$ cat config.mk
export PLATFORM = sky130hd
export DESIGN_NAME = geif_gpio_edge_irq_filter
export DESIGN_NICKNAME = d
export VERILOG_FILES = /design/src/geif_pkg.sv /design/src/geif_pin_filter.sv /design/src/geif_gpio_edge_irq_filter.sv
export SDC_FILE = /design/constraint.sdc
export NUM_CORES = 1
export LEC_CHECK = 0
export BUFFER_PORTS_ARGS = -buffer_cell sky130_fd_sc_hd__buf_2
export CORE_ASPECT_RATIO = 2
export CORE_MARGIN = 2
export CORE_UTILIZATION = 50
export CTS_BUF_LIST = sky130_fd_sc_hd__clkbuf_8
export DETAILED_ROUTE_END_ITERATION = 8
export PLACE_DENSITY = 0.7
export SYNTH_ARGS = -nofsm -noshare
export SYNTH_HDL_FRONTEND = slang
export SYNTH_HIERARCHICAL = 1
export SYNTH_SLANG_ARGS = --single-unit
$ cat constraint.sdc
create_clock -name clk_in -period 2.9 [get_ports clk_in]
set_input_delay 0.145 -clock clk_in [delete_from_list [all_inputs] [get_ports clk_in]]
set_output_delay 0.145 -clock clk_in [all_outputs]
set_load 0.02 [all_outputs]
$ cat src/geif_pkg.sv
package geif_pkg;
	// pin count of the port
	localparam int NUM_PINS = 8;
	// reset values of the per-pin registers
	localparam logic [7:0] FALL_EN_RESET   = 8'h00;
	localparam logic [7:0] RISE_EN_RESET   = 8'h00;
	localparam logic [7:0] FILTER_EN_RESET = 8'hff;
	localparam logic [7:0] IRQ_EN_RESET    = 8'h00;
	localparam logic [7:0] DIR_RESET       = 8'hff;
	// filter timing
	localparam int CLK_FREQ_MHZ       = 50;
	localparam int FILTER_ACCEPT_NS   = 1075;
	localparam int FILTER_REJECT_NS   = 225;
	localparam int FILTER_REJECT_CYC  = (FILTER_REJECT_NS * CLK_FREQ_MHZ + 999) / 1000;
	localparam int FILTER_ACCEPT_CYC  = (FILTER_ACCEPT_NS * CLK_FREQ_MHZ) / 1000;
	// acceptance threshold, placed midway inside the allowed band
	localparam int FILTER_THRESH_CYC  = (FILTER_REJECT_CYC + FILTER_ACCEPT_CYC) / 2;
	// cycles after reset before edges count: two sync flops, a full filter run, the edge flop
	localparam int SETTLE_CYC         = FILTER_THRESH_CYC + 4;
	localparam int FILTER_CNT_W       = 6;
endpackage

$ cat src/geif_pin_filter.sv
`timescale 1ns/10ps
// per-pin glitch filter: output follows the input once it has held for thresh_cyc cycles
module geif_pin_filter
	import geif_pkg::*;
#(
	parameter int THRESH_CYC = FILTER_THRESH_CYC
) (
	input  wire logic clk_in,
	input  wire logic srst_in,
	input  wire logic raw_in,
	input  wire logic filter_en_in,
	output logic      level_out
);
	logic [FILTER_CNT_W-1:0] stable_cnt;
	localparam logic [FILTER_CNT_W-1:0] THRESH = FILTER_CNT_W'(THRESH_CYC);

	// count how long raw has differed from the accepted level
	always_ff @(posedge clk_in) begin
		if (srst_in || raw_in == level_out || !filter_en_in) begin
			stable_cnt <= '0;
		end else begin
			stable_cnt <= stable_cnt + 1'b1;
		end
	end

	// accept after the threshold; short pulses reset the count and vanish
	always_ff @(posedge clk_in) begin
		if (srst_in) begin
			level_out <= 1'b0;
		end else if (!filter_en_in) begin
			level_out <= raw_in;
		end else if (raw_in != level_out && stable_cnt >= THRESH - 1'b1) begin
			level_out <= raw_in;
		end
	end
endmodule // geif_pin_filter

$ cat src/geif_gpio_edge_irq_filter.sv
`timescale 1ns/10ps
module geif_gpio_edge_irq_filter
	import geif_pkg::*;
#(
	parameter int WIDTH = NUM_PINS
) (
	input  wire logic             clk_in,
	input  wire logic             srst_in,
	input  wire logic [WIDTH-1:0] pin_in,
	input  wire logic             wr_en_in,
	input  wire logic [WIDTH-1:0] falling_edge_irq_enable_in,
	input  wire logic [WIDTH-1:0] rising_edge_irq_enable_in,
	input  wire logic [WIDTH-1:0] input_glitch_filter_enable_in,
	input  wire logic [WIDTH-1:0] pin_irq_enable_in,
	input  wire logic [WIDTH-1:0] pin_direction_config_in,
	input  wire logic             state_rd_in,
	output logic      [WIDTH-1:0] falling_edge_irq_enable_out,
	output logic      [WIDTH-1:0] rising_edge_irq_enable_out,
	output logic      [WIDTH-1:0] input_glitch_filter_enable_out,
	output logic      [WIDTH-1:0] pin_irq_enable_out,
	output logic      [WIDTH-1:0] pin_direction_config_out,
	output logic      [WIDTH-1:0] pin_state_register_out,
	output logic      [WIDTH-1:0] irq_status_out,
	output logic                  irq_n_out
);
	logic [WIDTH-1:0] sync_a;
	logic [WIDTH-1:0] sync_b;
	logic [WIDTH-1:0] filt;
	logic [WIDTH-1:0] filt_d;
	logic [WIDTH-1:0] last_read;
	logic [WIDTH-1:0] next_status;
	logic [WIDTH-1:0] rise_ev;
	logic [WIDTH-1:0] fall_ev;
	logic [WIDTH-1:0] both_mode;
	logic [WIDTH-1:0] qualify;
	logic [FILTER_CNT_W-1:0] settle_cnt;
	logic                    settled;
	localparam logic [FILTER_CNT_W-1:0] SETTLE_LAST = FILTER_CNT_W'(SETTLE_CYC - 1);

	// one edge kind passes where its own enable or both-edge mode selects it;
	// shared by the rising and the falling path so both decode alike
	function automatic logic [WIDTH-1:0] edge_pass(
		input logic [WIDTH-1:0] ev,
		input logic [WIDTH-1:0] en,
		input logic [WIDTH-1:0] both
	);
		return ev & (en | both);
	endfunction

	// latency from pin to flag: two sync flops, the filter, then the flag flop;
	// with the filter on, the filter alone adds its threshold in cycles

	// two-flop synchroniser for asynchronous pins
	always_ff @(posedge clk_in) begin
		if (srst_in) begin
			sync_a <= '0;
			sync_b <= '0;
		end else begin
			sync_a <= pin_in;
			sync_b <= sync_a;
		end
	end

	// register file, all written by one strobe; bit index equals pin number
	// no address is decoded, so software must present every word on each write

	// falling-edge enables
	always_ff @(posedge clk_in) begin
		if (srst_in) begin
			falling_edge_irq_enable_out <= FALL_EN_RESET;
		end else if (wr_en_in) begin
			falling_edge_irq_enable_out <= falling_edge_irq_enable_in;
		end
	end

	// rising-edge enables
	always_ff @(posedge clk_in) begin
		if (srst_in) begin
			rising_edge_irq_enable_out <= RISE_EN_RESET;
		end else if (wr_en_in) begin
			rising_edge_irq_enable_out <= rising_edge_irq_enable_in;
		end
	end

	// glitch filter enables, all on out of reset
	always_ff @(posedge clk_in) begin
		if (srst_in) begin
			input_glitch_filter_enable_out <= FILTER_EN_RESET;
		end else if (wr_en_in) begin
			input_glitch_filter_enable_out <= input_glitch_filter_enable_in;
		end
	end

	// per-pin interrupt enables, all off out of reset
	always_ff @(posedge clk_in) begin
		if (srst_in) begin
			pin_irq_enable_out <= IRQ_EN_RESET;
		end else if (wr_en_in) begin
			pin_irq_enable_out <= pin_irq_enable_in;
		end
	end

	// direction: one means input; outputs never interrupt
	always_ff @(posedge clk_in) begin
		if (srst_in) begin
			pin_direction_config_out <= DIR_RESET;
		end else if (wr_en_in) begin
			pin_direction_config_out <= pin_direction_config_in;
		end
	end

	// settle counter: sync flops and filters wake at zero while idle pins sit high,
	// so without this mask the first real level would look like a rising edge
	always_ff @(posedge clk_in) begin
		if (srst_in) begin
			settle_cnt <= '0;
		end else if (!settled) begin
			settle_cnt <= settle_cnt + 1'b1;
		end
	end

	// settled stays up until the next reset
	always_ff @(posedge clk_in) begin
		if (srst_in) begin
			settled <= 1'b0;
		end else if (settle_cnt == SETTLE_LAST) begin
			settled <= 1'b1;
		end
	end

	// one filter per pin, each with its own enable
	for (genvar i = 0; i < WIDTH; i++) begin : g_filt
		geif_pin_filter u_filt (
			.clk_in       (clk_in),
			.srst_in      (srst_in),
			.raw_in       (sync_b[i]),
			.filter_en_in (input_glitch_filter_enable_out[i]),
			.level_out    (filt[i])
		);
	end

	// delayed filtered level for edge detection
	always_ff @(posedge clk_in) begin
		if (srst_in) begin
			filt_d <= '0;
		end else begin
			filt_d <= filt;
		end
	end

	// edge qualification per pin
	always_comb begin
		rise_ev   = filt & ~filt_d;
		fall_ev   = ~filt & filt_d;
		both_mode = ~(rising_edge_irq_enable_out ^ falling_edge_irq_enable_out);
		qualify   = (edge_pass(rise_ev, rising_edge_irq_enable_out, both_mode)
			| edge_pass(fall_ev, falling_edge_irq_enable_out, both_mode))
			& pin_irq_enable_out & pin_direction_config_out
			& {WIDTH{settled}};
	end

	// pending flags: a new edge wins over a clear in the same cycle
	always_comb begin
		next_status = irq_status_out;
		if (state_rd_in) begin
			next_status = '0;
		end
		// both-edge mode: returning to last read level withdraws the request
		next_status = next_status & ~(both_mode & ~(filt ^ last_read));
		next_status = next_status | qualify;
	end

	always_ff @(posedge clk_in) begin
		if (srst_in) begin
			irq_status_out <= '0;
		end else begin
			irq_status_out <= next_status;
		end
	end

	// level captured at each state read
	always_ff @(posedge clk_in) begin
		if (srst_in) begin
			last_read <= '0;
		end else if (state_rd_in) begin
			last_read <= filt;
		end
	end

	// state register view: unfiltered synchronised pins, one flop more
	always_ff @(posedge clk_in) begin
		if (srst_in) begin
			pin_state_register_out <= '0;
		end else begin
			pin_state_register_out <= sync_b;
		end
	end

	// active-low interrupt from the same next value as the flags, so both move together
	always_ff @(posedge clk_in) begin
		if (srst_in) begin
			irq_n_out <= 1'b1;
		end else begin
			irq_n_out <= ~|next_status;
		end
	end
endmodule // geif_gpio_edge_irq_filter

==> results of run 1 <==
==> how the worst min path moves through the flow <==
| stage | startpoint | to | slack (ps) | cells after the start |
|---|---|---|---|---|
| 6_report | srst_in | rising_edge_irq_enable_out[2]$_SDFFE_PP0P_ | 120 | 2 |
| 5_1_grt | srst_in | rising_edge_irq_enable_out[2]$_SDFFE_PP0P_ | 130 | 2 |
| 4_1_cts | srst_in | rising_edge_irq_enable_out[2]$_SDFFE_PP0P_ | 90 | 2 |
| 3_5_place_dp | pin_direction_config_in[3] | pin_direction_config_out[3]$_SDFFE_PP1P_ | 360 | 2 |
| 3_3_place_gp | input_glitch_filter_enable_in[4] | input_glitch_filter_enable_out[4]$_SDFFE_PP1P_ | 350 | 2 |
| 2_1_floorplan | input_glitch_filter_enable_in[4] | input_glitch_filter_enable_out[4]$_SDFFE_PP1P_ | 260 | 1 |
==> per-stage QoR <==
stage,setup slack (ps),std cells,hold slack [ps],util,power [mW]
after global placement,1390,857,348.2,0.5706,2.550
after CTS,1342,937,93.45,0.6475,4.292
after floorplan,1488,620,262.9,-,2.443
final,1348,937,116.4,0.6475,4.252
after global routing,1221,937,125.0,0.6475,4.422
after detailed placement,1346,857,356.2,0.5706,2.562
==> layout make-up <==
class                      instances  area share
clock buffer                      20     0.03611
sequential                       152      0.3992
tap                              145     0.02380
timing repair buffer             159      0.1372
clock inverter                    12     0.01970
inverter                          32     0.01576
multi-input combinational        417      0.3682
==> critical path, stage by stage, from the launching register on <==
cell      delay (ps)
dfxtp_1          390
inv_1             60
ha_1             190
nor3b_1          180
a21o_1           120
a41oi_1          210
nand4_1          210
o21bai_2          80
==> registers in the layout, summed over array words and instances (netlist names) <==
register and flops:
falling_edge_irq_enable_out 8, filt_d 8, g_filt.u_filt/level_out 8, g_filt.u_filt/stable_cnt 48
input_glitch_filter_enable_out 8, irq_n_out 1, irq_status_out 8, last_read 8
pin_direction_config_out 8, pin_irq_enable_out 8, pin_state_register_out 8, rising_edge_irq_enable_out 8
settle_cnt 6, settled 1, sync_a 8, sync_b 8
==> where the power goes <==
group          leakage (nW)  internal [mW]  switching (mW)
Clock                 0.216          0.916           0.773
Sequential             1.24           2.15          0.0547
Combinational          1.90          0.176           0.185
Total                  3.36           3.24            1.01
==> logic make-up after synthesis <==
| group | after synthesis |
|---|---|
| DFF | 152 |
| xor gates and xnor gates | 44 |
| and+or+nand+nor | 241 |
| AOI/OAI and AO/OA | 74 |
| buffers and inverters | 51 |
| adders and majority gates | 25 |
| muxes | 33 |
==> cells in the final DEF (no fill, tap or decap) <==
cell and instances:
dfxtp_1 152, buf_2 107, nor2_1 95, nor2b_1 59
dlygate4sd3_1 48, nand3_1 34, inv_1 33, mux2i_1 33
xor2_1 26, a21oi_1 25, ha_1 25, clkbuf_8 20
xnor2_1 18, a211o_1 16, nand2b_1 16, nand4_1 10
nor3b_1 8, a21o_1 8, nand2_2 8, o21ai_0 8
or3_1 8, a41o_1 8, a41oi_1 6, buf_4 4
clkinv_2 3, bufinv_16 3, clkinv_4 3, a41oi_2 2
clkinvlp_4 2, nor3_1 1, nand2_1 1, nor4b_1 1
o21bai_2 1
==> synthesized netlist by cell type <==
| cell | n |
|---|---|
| or3_1 | 8 |
| nor2_1 | 95 |
| buf_4 | 1 |
| mux2i_1 | 33 |
| nor3_1 | 1 |
| xnor2_1 | 18 |
| nand2_2 | 8 |
| inv_1 | 32 |
| a41oi_1 | 6 |
| a41o_1 | 8 |
| dfxtp_1 | 152 |
| o21bai_2 | 1 |
| nand2b_1 | 16 |
| buf_2 | 9 |
| nand4_1 | 10 |
| a211o_1 | 16 |
| nor3b_1 | 8 |
| clkbuf_1 | 7 |
| buf_6 | 1 |
| a21o_1 | 8 |
| nor2b_1 | 59 |
| nand3_1 | 34 |
| nand2_1 | 1 |
| nor4b_1 | 1 |
| o21ai_0 | 8 |
| a21oi_1 | 25 |
| buf_1 | 1 |
| xor2_1 | 26 |
| ha_1 | 25 |
| a41oi_2 | 2 |
==> layer usage <==
layer / wire length (um) / track usage
met5: 0 / 0
met2: 6897 / 0.3725
met4: 280 / 0.08409
met1: 5117 / 0.2292
met3: 512 / 0.04915
==> out/qor.csv, run 1 <==
metric,value,unit
htreeDepth,4,
period_needed,1552,ps
design.final.nets,856,
num_antenna_cells,0,
netlist_instances,620,
die_w,81.87,um
routed_via_density,5.065,
setup_tns,0,ps
fin_skew,12.37,ps
rsz0062_at_grt,false,
first_global_vias,4789,
endpoint_kind,register,
synth.cell_area,6063,um^2
p_leak,3.358,nW
first_pass_iters,4,
portBuffers,108,
clk_pin_slew,80,ps
crit_type,register to register,
cp_max_fo,4,
grt_max_degree,68,
dp_hpwl,9023,um
die_area,13080,um^2
synthTopCellsByArea,"dfxtp_1 50%, nor2b_1 6.1%, nor2_1 5.9%",
grt_usage,0.2090,
reg2reg_slack,1350,ps
cts_buffer_depth,2,
multiInputGateArea,2806,um^2
status,finished clean,
cts_hold_buffers,48,
post-cts-setup-buffer-count,0,
finalHoldViolCount,0,
cts_buffers,17,
synth_fa_ha_area_frac,0.05159,
cap_violations,0,
cts-root-buf,clkbuf_8,
worstReg2RegEnd,irq_n_out$_SDFF_PP1_,
ys_seq_area_frac,0.5019,
grt_pass1_wl,21510,um
syn_avg_cell_area,9.780,um^2
syn_to_final_growth,25.71,%
yosys.area.top_type,dfxtp_1,
cp_data_arrival_time,1880,ps
startpoint,falling_edge_irq_enable_out[3]$_SDFFE_PP0P_,
worstMarginPinSlew,682.2,ps
start_util,0.5151,
ios,109,
synth_xor_area_frac,0.06356,
vias,4746,
nFillCells,940,
crit_required,3230,ps
numClockSinks,152,
synth-compound-area-share,0.08935,
synth_top_family_by_area,simple AND/OR/NAND/NOR gates,
timing.rr.start,falling_edge_irq_enable_out[3]$_SDFFE_PP0P_,
cts_resized,0,
antenna_found_initial,0,
die_y,159.7,um
wl,12810,um
route.detailed.drc,0,
cp-start-kind,register,
grt_overflow,0,
synthMuxAreaShare,0.05448,
fin_area,7622,um^2
ir_worst_vdd,0.3768,mV
wire_per_inst,13.67,um
finalCritPeriodShare,0.5350,
hold_class,input port to register,
clock_latency,440,ps
drv_slew,0,
rows,56,
synth_cell_types,30,
regArea,3043,um^2
cts_tree,yes,
synth-seq-cells,152,
critPathCapture,irq_n_out$_SDFF_PP1_,
synth.top_cell.area_share,0.5019,
max_clock_freq,644.5,MHz
placed_cell_area,6716,um^2
drt-initial-drc-count,129,
antenna_left,0,
setup_viol,0,
power_density,557.9,nW/um^2
drive_gt1_frac,0.1932,
synthSimpleGateAreaFrac,0.2039,
yosys_warnings,6,
relSlewSlack,0.5452,
synth_nets,697,
place.gp.congestion,0.8097,
r2r_cells,7,
coreArea,11770,um^2
Note: power is estimated with default switching activity, not from simulation.
==> inputs of run 2 (changes only) <==
Settings changed: PLACE_DENSITY 0.7 to 0.73.
Clock period 2.9 ns to 1.35 ns, I/O delays scaled along.
==> run 2 against run 1 <==
The flow now finishes with violations (negative setup slack); critical path depth stayed put; via count is 3.7% higher; cell area is 4.9% higher; worst hold slack worse by 80 ps; routed wire length is 6.6% higher; global-route usage is 0.66 points higher; clock-buffer cell count is 1 lower; register-to-register slack worse by 1400 ps; critical endpoint unchanged.
==> out/qor.csv, run 2 (synthesis results as in run 1) <==
metric,value,unit
finalCritPeriodShare,1.070,
start_util,0.5151,
finalHoldViolCount,0,
crit_type,register to register,
worstMarginPinSlew,452.8,ps
cap_violations,0,
place.gp.congestion,0.7831,
cts-root-buf,clkbuf_8,
cts_tree,yes,
crit_family,compound AO/OA/AOI/OAI gates,
failed_checks,negative setup slack,
path_buf_inv,1,
cts_buffers,17,
route.detailed.drc,0,
die_w,81.87,um
period_needed,1445,ps
first_global_vias,4947,
power_density,1110,nW/um^2
syn_to_final_growth,31.90,%
num_antenna_cells,0,
endpoint_kind,register,
p_leak,3.543,nW
ios,109,
htreeDepth,4,
fin_skew,10.35,ps
routed_via_density,5.093,
rows,56,
antenna_left,0,
hold_class,input port to register,
ir_worst_vdd,0.8942,mV
vias,4920,
drt-initial-drc-count,202,
drive_gt1_frac,0.2680,
max_clock_freq,692.1,MHz
fin_cells,966,
cp-start-kind,register,
grt_pass1_wl,22010,um
placed_cells,885,
die_y,159.7,um
drv_slew,0,
first_pass_iters,4,
cts_buffer_depth,2,
die_area,13080,um^2
final_cell_mix,"136 x dfxtp_1, 107 x buf_2, 95 x nor2_1, 59 x nor2b_1, 48 x dlygate4sd3_1",
layout_commonest_cell,dfxtp_1,
largest_register,g_filt.u_filt/stable_cnt,
wire_per_inst,14.14,um
setup_tns,-94.78,ps
coreArea,11770,um^2
crit_required,1720,ps
place_ws,-167.2,ps
rsz0062_at_grt,true,
largest_reg_flops,48,
status,"complete, but fails checks",
cp_max_fo,3,
critPathMaxStageDelay,360,ps
cp_slowest_cell,dfxtp_4,
portBuffers,108,
dp_hpwl,9505,um
grt_overflow,0,
numClockSinks,152,
design.final.nets,886,
placed_cell_area,6994,um^2
crit_path_cell_trace,"inv_2, ha_4, nor2_1, a21o_1, a41oi_2, nand4_1, o21bai_2",
relSlewSlack,0.6981,
grt_max_degree,45,
clk_pin_slew,70,ps
clock_latency,440,ps
antenna_found_initial,0,
fin_ws,-94.78,ps
setup_viol,1,
grt_usage,0.2156,
fin_area,7998,um^2
wl,13660,um
cp_data_arrival_time,1810,ps
-- run 2: path summary, 6_finish.rpt --
kind                                                   start                   endpoint  slack, ps  cells past startpoint
hold / removal                                   state_rd_in  last_read[1]$_SDFFE_PP0P_         40                      3
hold reg to reg                         sync_a[0]$_SDFF_PP0_       sync_b[0]$_SDFF_PP0_        440                      1
setup reg to reg  rising_edge_irq_enable_out[3]$_SDFFE_PP0P_       irq_n_out$_SDFF_PP1_        -90                      7
setup / recovery  rising_edge_irq_enable_out[3]$_SDFFE_PP0P_       irq_n_out$_SDFF_PP1_        -90                      7
-- run 2: worst reg2reg max path, stage by stage, from the launching register on --
cell and delay [ps]:
dfxtp_4 360, inv_2 70, ha_4 110, nor2_1 50
a21o_1 180, a41oi_2 280, nand4_1 160, o21bai_2 160
-- run 2: per-layer routing --
layer  GRT usage  wire, um  part of all wire  vias to the layer above
li1            -         -                 -                     2466
met1      0.2258      5372              0.39                     2329
met2      0.3943      7480              0.55                      105
met3     0.05028       466             0.034                       20
met4     0.08864       336             0.025                        0
met5           0         0                 0                        -
-- run 2: layout make-up --
cell class / count / area (um^2)
clock inverter: 12 / 111.4
multi-input combinational: 417 / 2937
fill: 940 / 3774
timing repair buffer: 189 / 1321
clock buffer: 19 / 261.5
sequential: 152 / 3065
inverter: 32 / 120.1
tap: 145 / 181.4
-- run 2: power by group --
group	internal, mW	switching (mW)	total, mW	leakage, nW
Combinational	0.448	0.433	0.881	2.10
Clock	1.69	1.57	3.26	0.201
Sequential	4.62	0.119	4.74	1.25
Total	6.76	2.12	8.88	3.54
-- run 2: timing repair --
item / 4_1_cts / 5_1_grt
endpoints found under the setup margin: 1 / 2
gates resized for setup: 19 / 10
hold endpoints to repair: 48 / 0
pin swaps: 11 / 5
hold buffers: 48 / 0
setup buffers: 2 / 1
-- run 2: metrics by stage --
step / hold slack [ps] / utilization / total power [mW]
after floorplan: 185.4 / - / 5.254
after detailed placement: 278.2 / 0.5942 / 5.577
after global routing: 35.59 / 0.6794 / 9.256
final: 36.41 / 0.6794 / 8.879
after CTS: 15.01 / 0.6750 / 8.961
after global placement: 272.4 / 0.5942 / 5.547
==> inputs of run 3 (changes only) <==
Settings changed: CORE_MARGIN 2 to 1, SYNTH_HIERARCHICAL 1 to not set.
==> run 3 against run 2 <==
Combinational power decreased by 5.7%; the flow still finishes with violations (negative setup slack); critical endpoint unchanged; area after synthesis decreased by 0.29%; cell area decreased by 3.0%; non-clock buffer count decreased by 10.
==> out/qor.csv, run 3 <==
metric,value,unit
antenna_found_initial,0,
hp-start,state_rd_in,
htreeDepth,4,
synth_most_common_cell,dfxtp_1,
reg2reg_slack,-60,ps
relSlewSlack,0.7565,
drv_slew,0,
cts_tree,yes,
fin_ws,-60.51,ps
cp_slowest_cell,dfxtp_4,
finalHoldViolCount,0,
antenna_left,0,
routed_via_density,5.016,
fin_skew,10.64,ps
timing.rr.start,falling_edge_irq_enable_out[0]$_SDFFE_PP0P_,
synth_cell_types,33,
drt-initial-drc-count,110,
portBuffers,108,
num_antenna_cells,0,
dp_hpwl,9009,um
fin_area,7761,um^2
synth.cell_area,6046,um^2
netSwitchingPower,2.171,mW
internal-power,6.986,mW
status,"complete, but fails checks",
cap_violations,0,
largest_reg_flops,48,
ios,109,
netlist_instances,613,
synth_nets,690,
worstReg2RegEnd,irq_n_out$_SDFF_PP1_,
synthTopCellsByArea,"dfxtp_1 50%, mux2i_1 8.6%, nor2_1 6.8%",
wire_per_inst,14.19,um
numClockSinks,152,
final_cell_mix,"140 x dfxtp_1, 109 x nor2_1, 108 x buf_2, 52 x mux2i_1, 48 x dlygate4sd3_1",
ys_seq_area_frac,0.5033,
power_density,1180,nW/um^2
place_ws,-185.6,ps
ir_worst_vdd,0.7977,mV
p_comb_frac,0.091,
rsz0062_at_grt,true,
synth_edf_count,0,
synth-seq-cells,152,
crit_required,1710,ps
max_clock_freq,709.0,MHz
worstMarginPinSlew,364.7,ps
fin_hold_ws,53.02,ps
synth.top_cell.area_share,0.5033,
vias,4680,
coreArea,11770,um^2
first_pass_iters,4,
crit_path_cell_trace,"inv_2, ha_4, nor3b_2, a21o_1, a41oi_2, nand4_1, o21ai_1",
endpoint_kind,register,
clock_latency,430,ps
design.final.nets,853,
placed_cell_area,6771,um^2
start_util,0.5136,
cp_data_arrival_time,1770,ps
yosys.area.top_type,dfxtp_1,
period_needed,1411,ps
finalPower,9.156,mW
die_w,79.76,um
p_seq_frac,0.516,
syn_to_final_growth,28.37,%
rows,56,
grt_pass1_wl,21410,um
layout_commonest_cell,dfxtp_1,
cts_buffers,17,
yosys_warnings,0,
finalCritPeriodShare,1.045,
first_global_vias,4748,
clk_pin_slew,80,ps
final_core_util,0.6593,
whs_path_depth,3,
synthTopCellsByCount,"152 x dfxtp_1, 110 x nor2_1, 52 x mux2i_1",
wl,13240,um
setup_viol,2,
cp_max_fo,3,
clkPwrFrac,0.393,
die_area,12560,um^2
failed_checks,negative setup slack,
grt_max_degree,73,
hold_class,input port to register,
postSynth.asyncResetShare,0,
synth_ff_type,dfxtp_1,
route.detailed.drc,0,
largest_register,g_filt.u_filt.stable_cnt,
cts-root-buf,clkbuf_8,
syn_avg_cell_area,9.863,um^2
swShare,0.2371,
critPathMaxStageDelay,370,ps
grt_usage,0.2224,
p_leak,3.505,nW
drive_gt1_frac,0.2462,
whs_endpoint,last_read[1]$_SDFFE_PP0P_,
die_y,157.5,um
grt_overflow,0,
cp-start-kind,register,
crit_type,register to register,
r2r_cells,7,
place.gp.congestion,0.7826,
cts_buffer_depth,2,
==> run 3: cell types whose count changed after synthesis, moves of 8 or more <==
cell,previous run,this run
a211o_1,16,5
nand2b_1,16,8
mux2i_1,33,52
nand2_2,8,0
a21oi_1,25,10
nand2_1,1,18
a41o_1,8,0
nor2_1,95,110
buf_4,1,15
nor2b_1,59,35
==> run 3: power groups by stage <==
| stage | logic, mW | registers [mW] | clock network, mW |
|---|---|---|---|
| global placement | 0.692 | 4.81 | 0 |
| global route | 0.902 | 4.74 | 3.93 |
| finish | 0.831 | 4.73 | 3.60 |
| floorplan | 0.389 | 4.87 | 0 |
| detailed placement | 0.709 | 4.82 | 0 |
| CTS | 0.826 | 4.72 | 3.69 |
==> run 3: what timing repair did <==
item | CTS | global route
pin swaps | 6 | 6
setup buffers | 1 | 0
cloned | 0 | 0
gates resized for setup | 15 | 7
endpoints found under the setup margin | 2 | 5
endpoints found under the hold margin | 48 | 0
hold buffers | 48 | 0
==> run 3: cell families after synthesis <==
group           count (synthesis)  synth area share
compound gates                 38           0.05008
mux                            52           0.08609
flops                         152            0.5033
simple gates                  230            0.1805
fa+ha+maj                      25           0.05174
buf+inv                        65           0.05443
xor+xnor                       51           0.07388
==> run 3: metal layers <==
layer,vias to the layer above,GRT usage,wire length [um],share of wire
met1,2205,0.2339,5256,0.40
met4,0,0.1037,422,0.032
li1,2326,-,-,-
met5,-,0,0,0
met3,29,0.06029,530,0.040
met2,120,0.4009,7027,0.53
==> run 3: worst max-delay path: cells and delay by family (launching register included) <==
| kind | cells | cell delay, ps |
|---|---|---|
| AO/OA/AOI/OAI | 3 | 550 |
| adder cells (fa/ha/maj) | 1 | 120 |
| buffers and inverters | 1 | 70 |
| flip-flops | 1 | 370 |
| AND/OR/NAND/NOR | 2 | 240 |
==> run 3: cell type report <==
type                       instances  area [um^2]
clock buffer                      20        275.3
tap                              145        181.4
multi-input combinational        396         2750
fill                             962         4010
inverter                          30        112.6
sequential                       152         3063
clock inverter                    11        147.6
timing repair buffer             179         1231
==> run 3: worst max-delay path by stage <==
stage / slack, ps / startpoint / to
finish: -60 / falling_edge_irq_enable_out[0]$_SDFFE_PP0P_ / irq_n_out$_SDFF_PP1_
floorplan: 7 / rising_edge_irq_enable_out[7]$_SDFFE_PP0P_ / irq_n_out$_SDFF_PP1_
global route: -90 / falling_edge_irq_enable_out[2]$_SDFFE_PP0P_ / irq_n_out$_SDFF_PP1_
CTS: -50 / falling_edge_irq_enable_out[0]$_SDFFE_PP0P_ / irq_n_out$_SDFF_PP1_
global placement: -150 / rising_edge_irq_enable_out[0]$_SDFFE_PP0P_ / irq_n_out$_SDFF_PP1_
detailed placement: -190 / rising_edge_irq_enable_out[0]$_SDFFE_PP0P_ / irq_n_out$_SDFF_PP1_
==> run 3: metrics by stage <==
stage / TNS (ps) / std cells
after floorplan: 0 / 613
after global placement: -150.9 / 854
after detailed placement: -185.6 / 854
after CTS: -65.39 / 934
after global routing: -143.5 / 933
final: -91.87 / 933
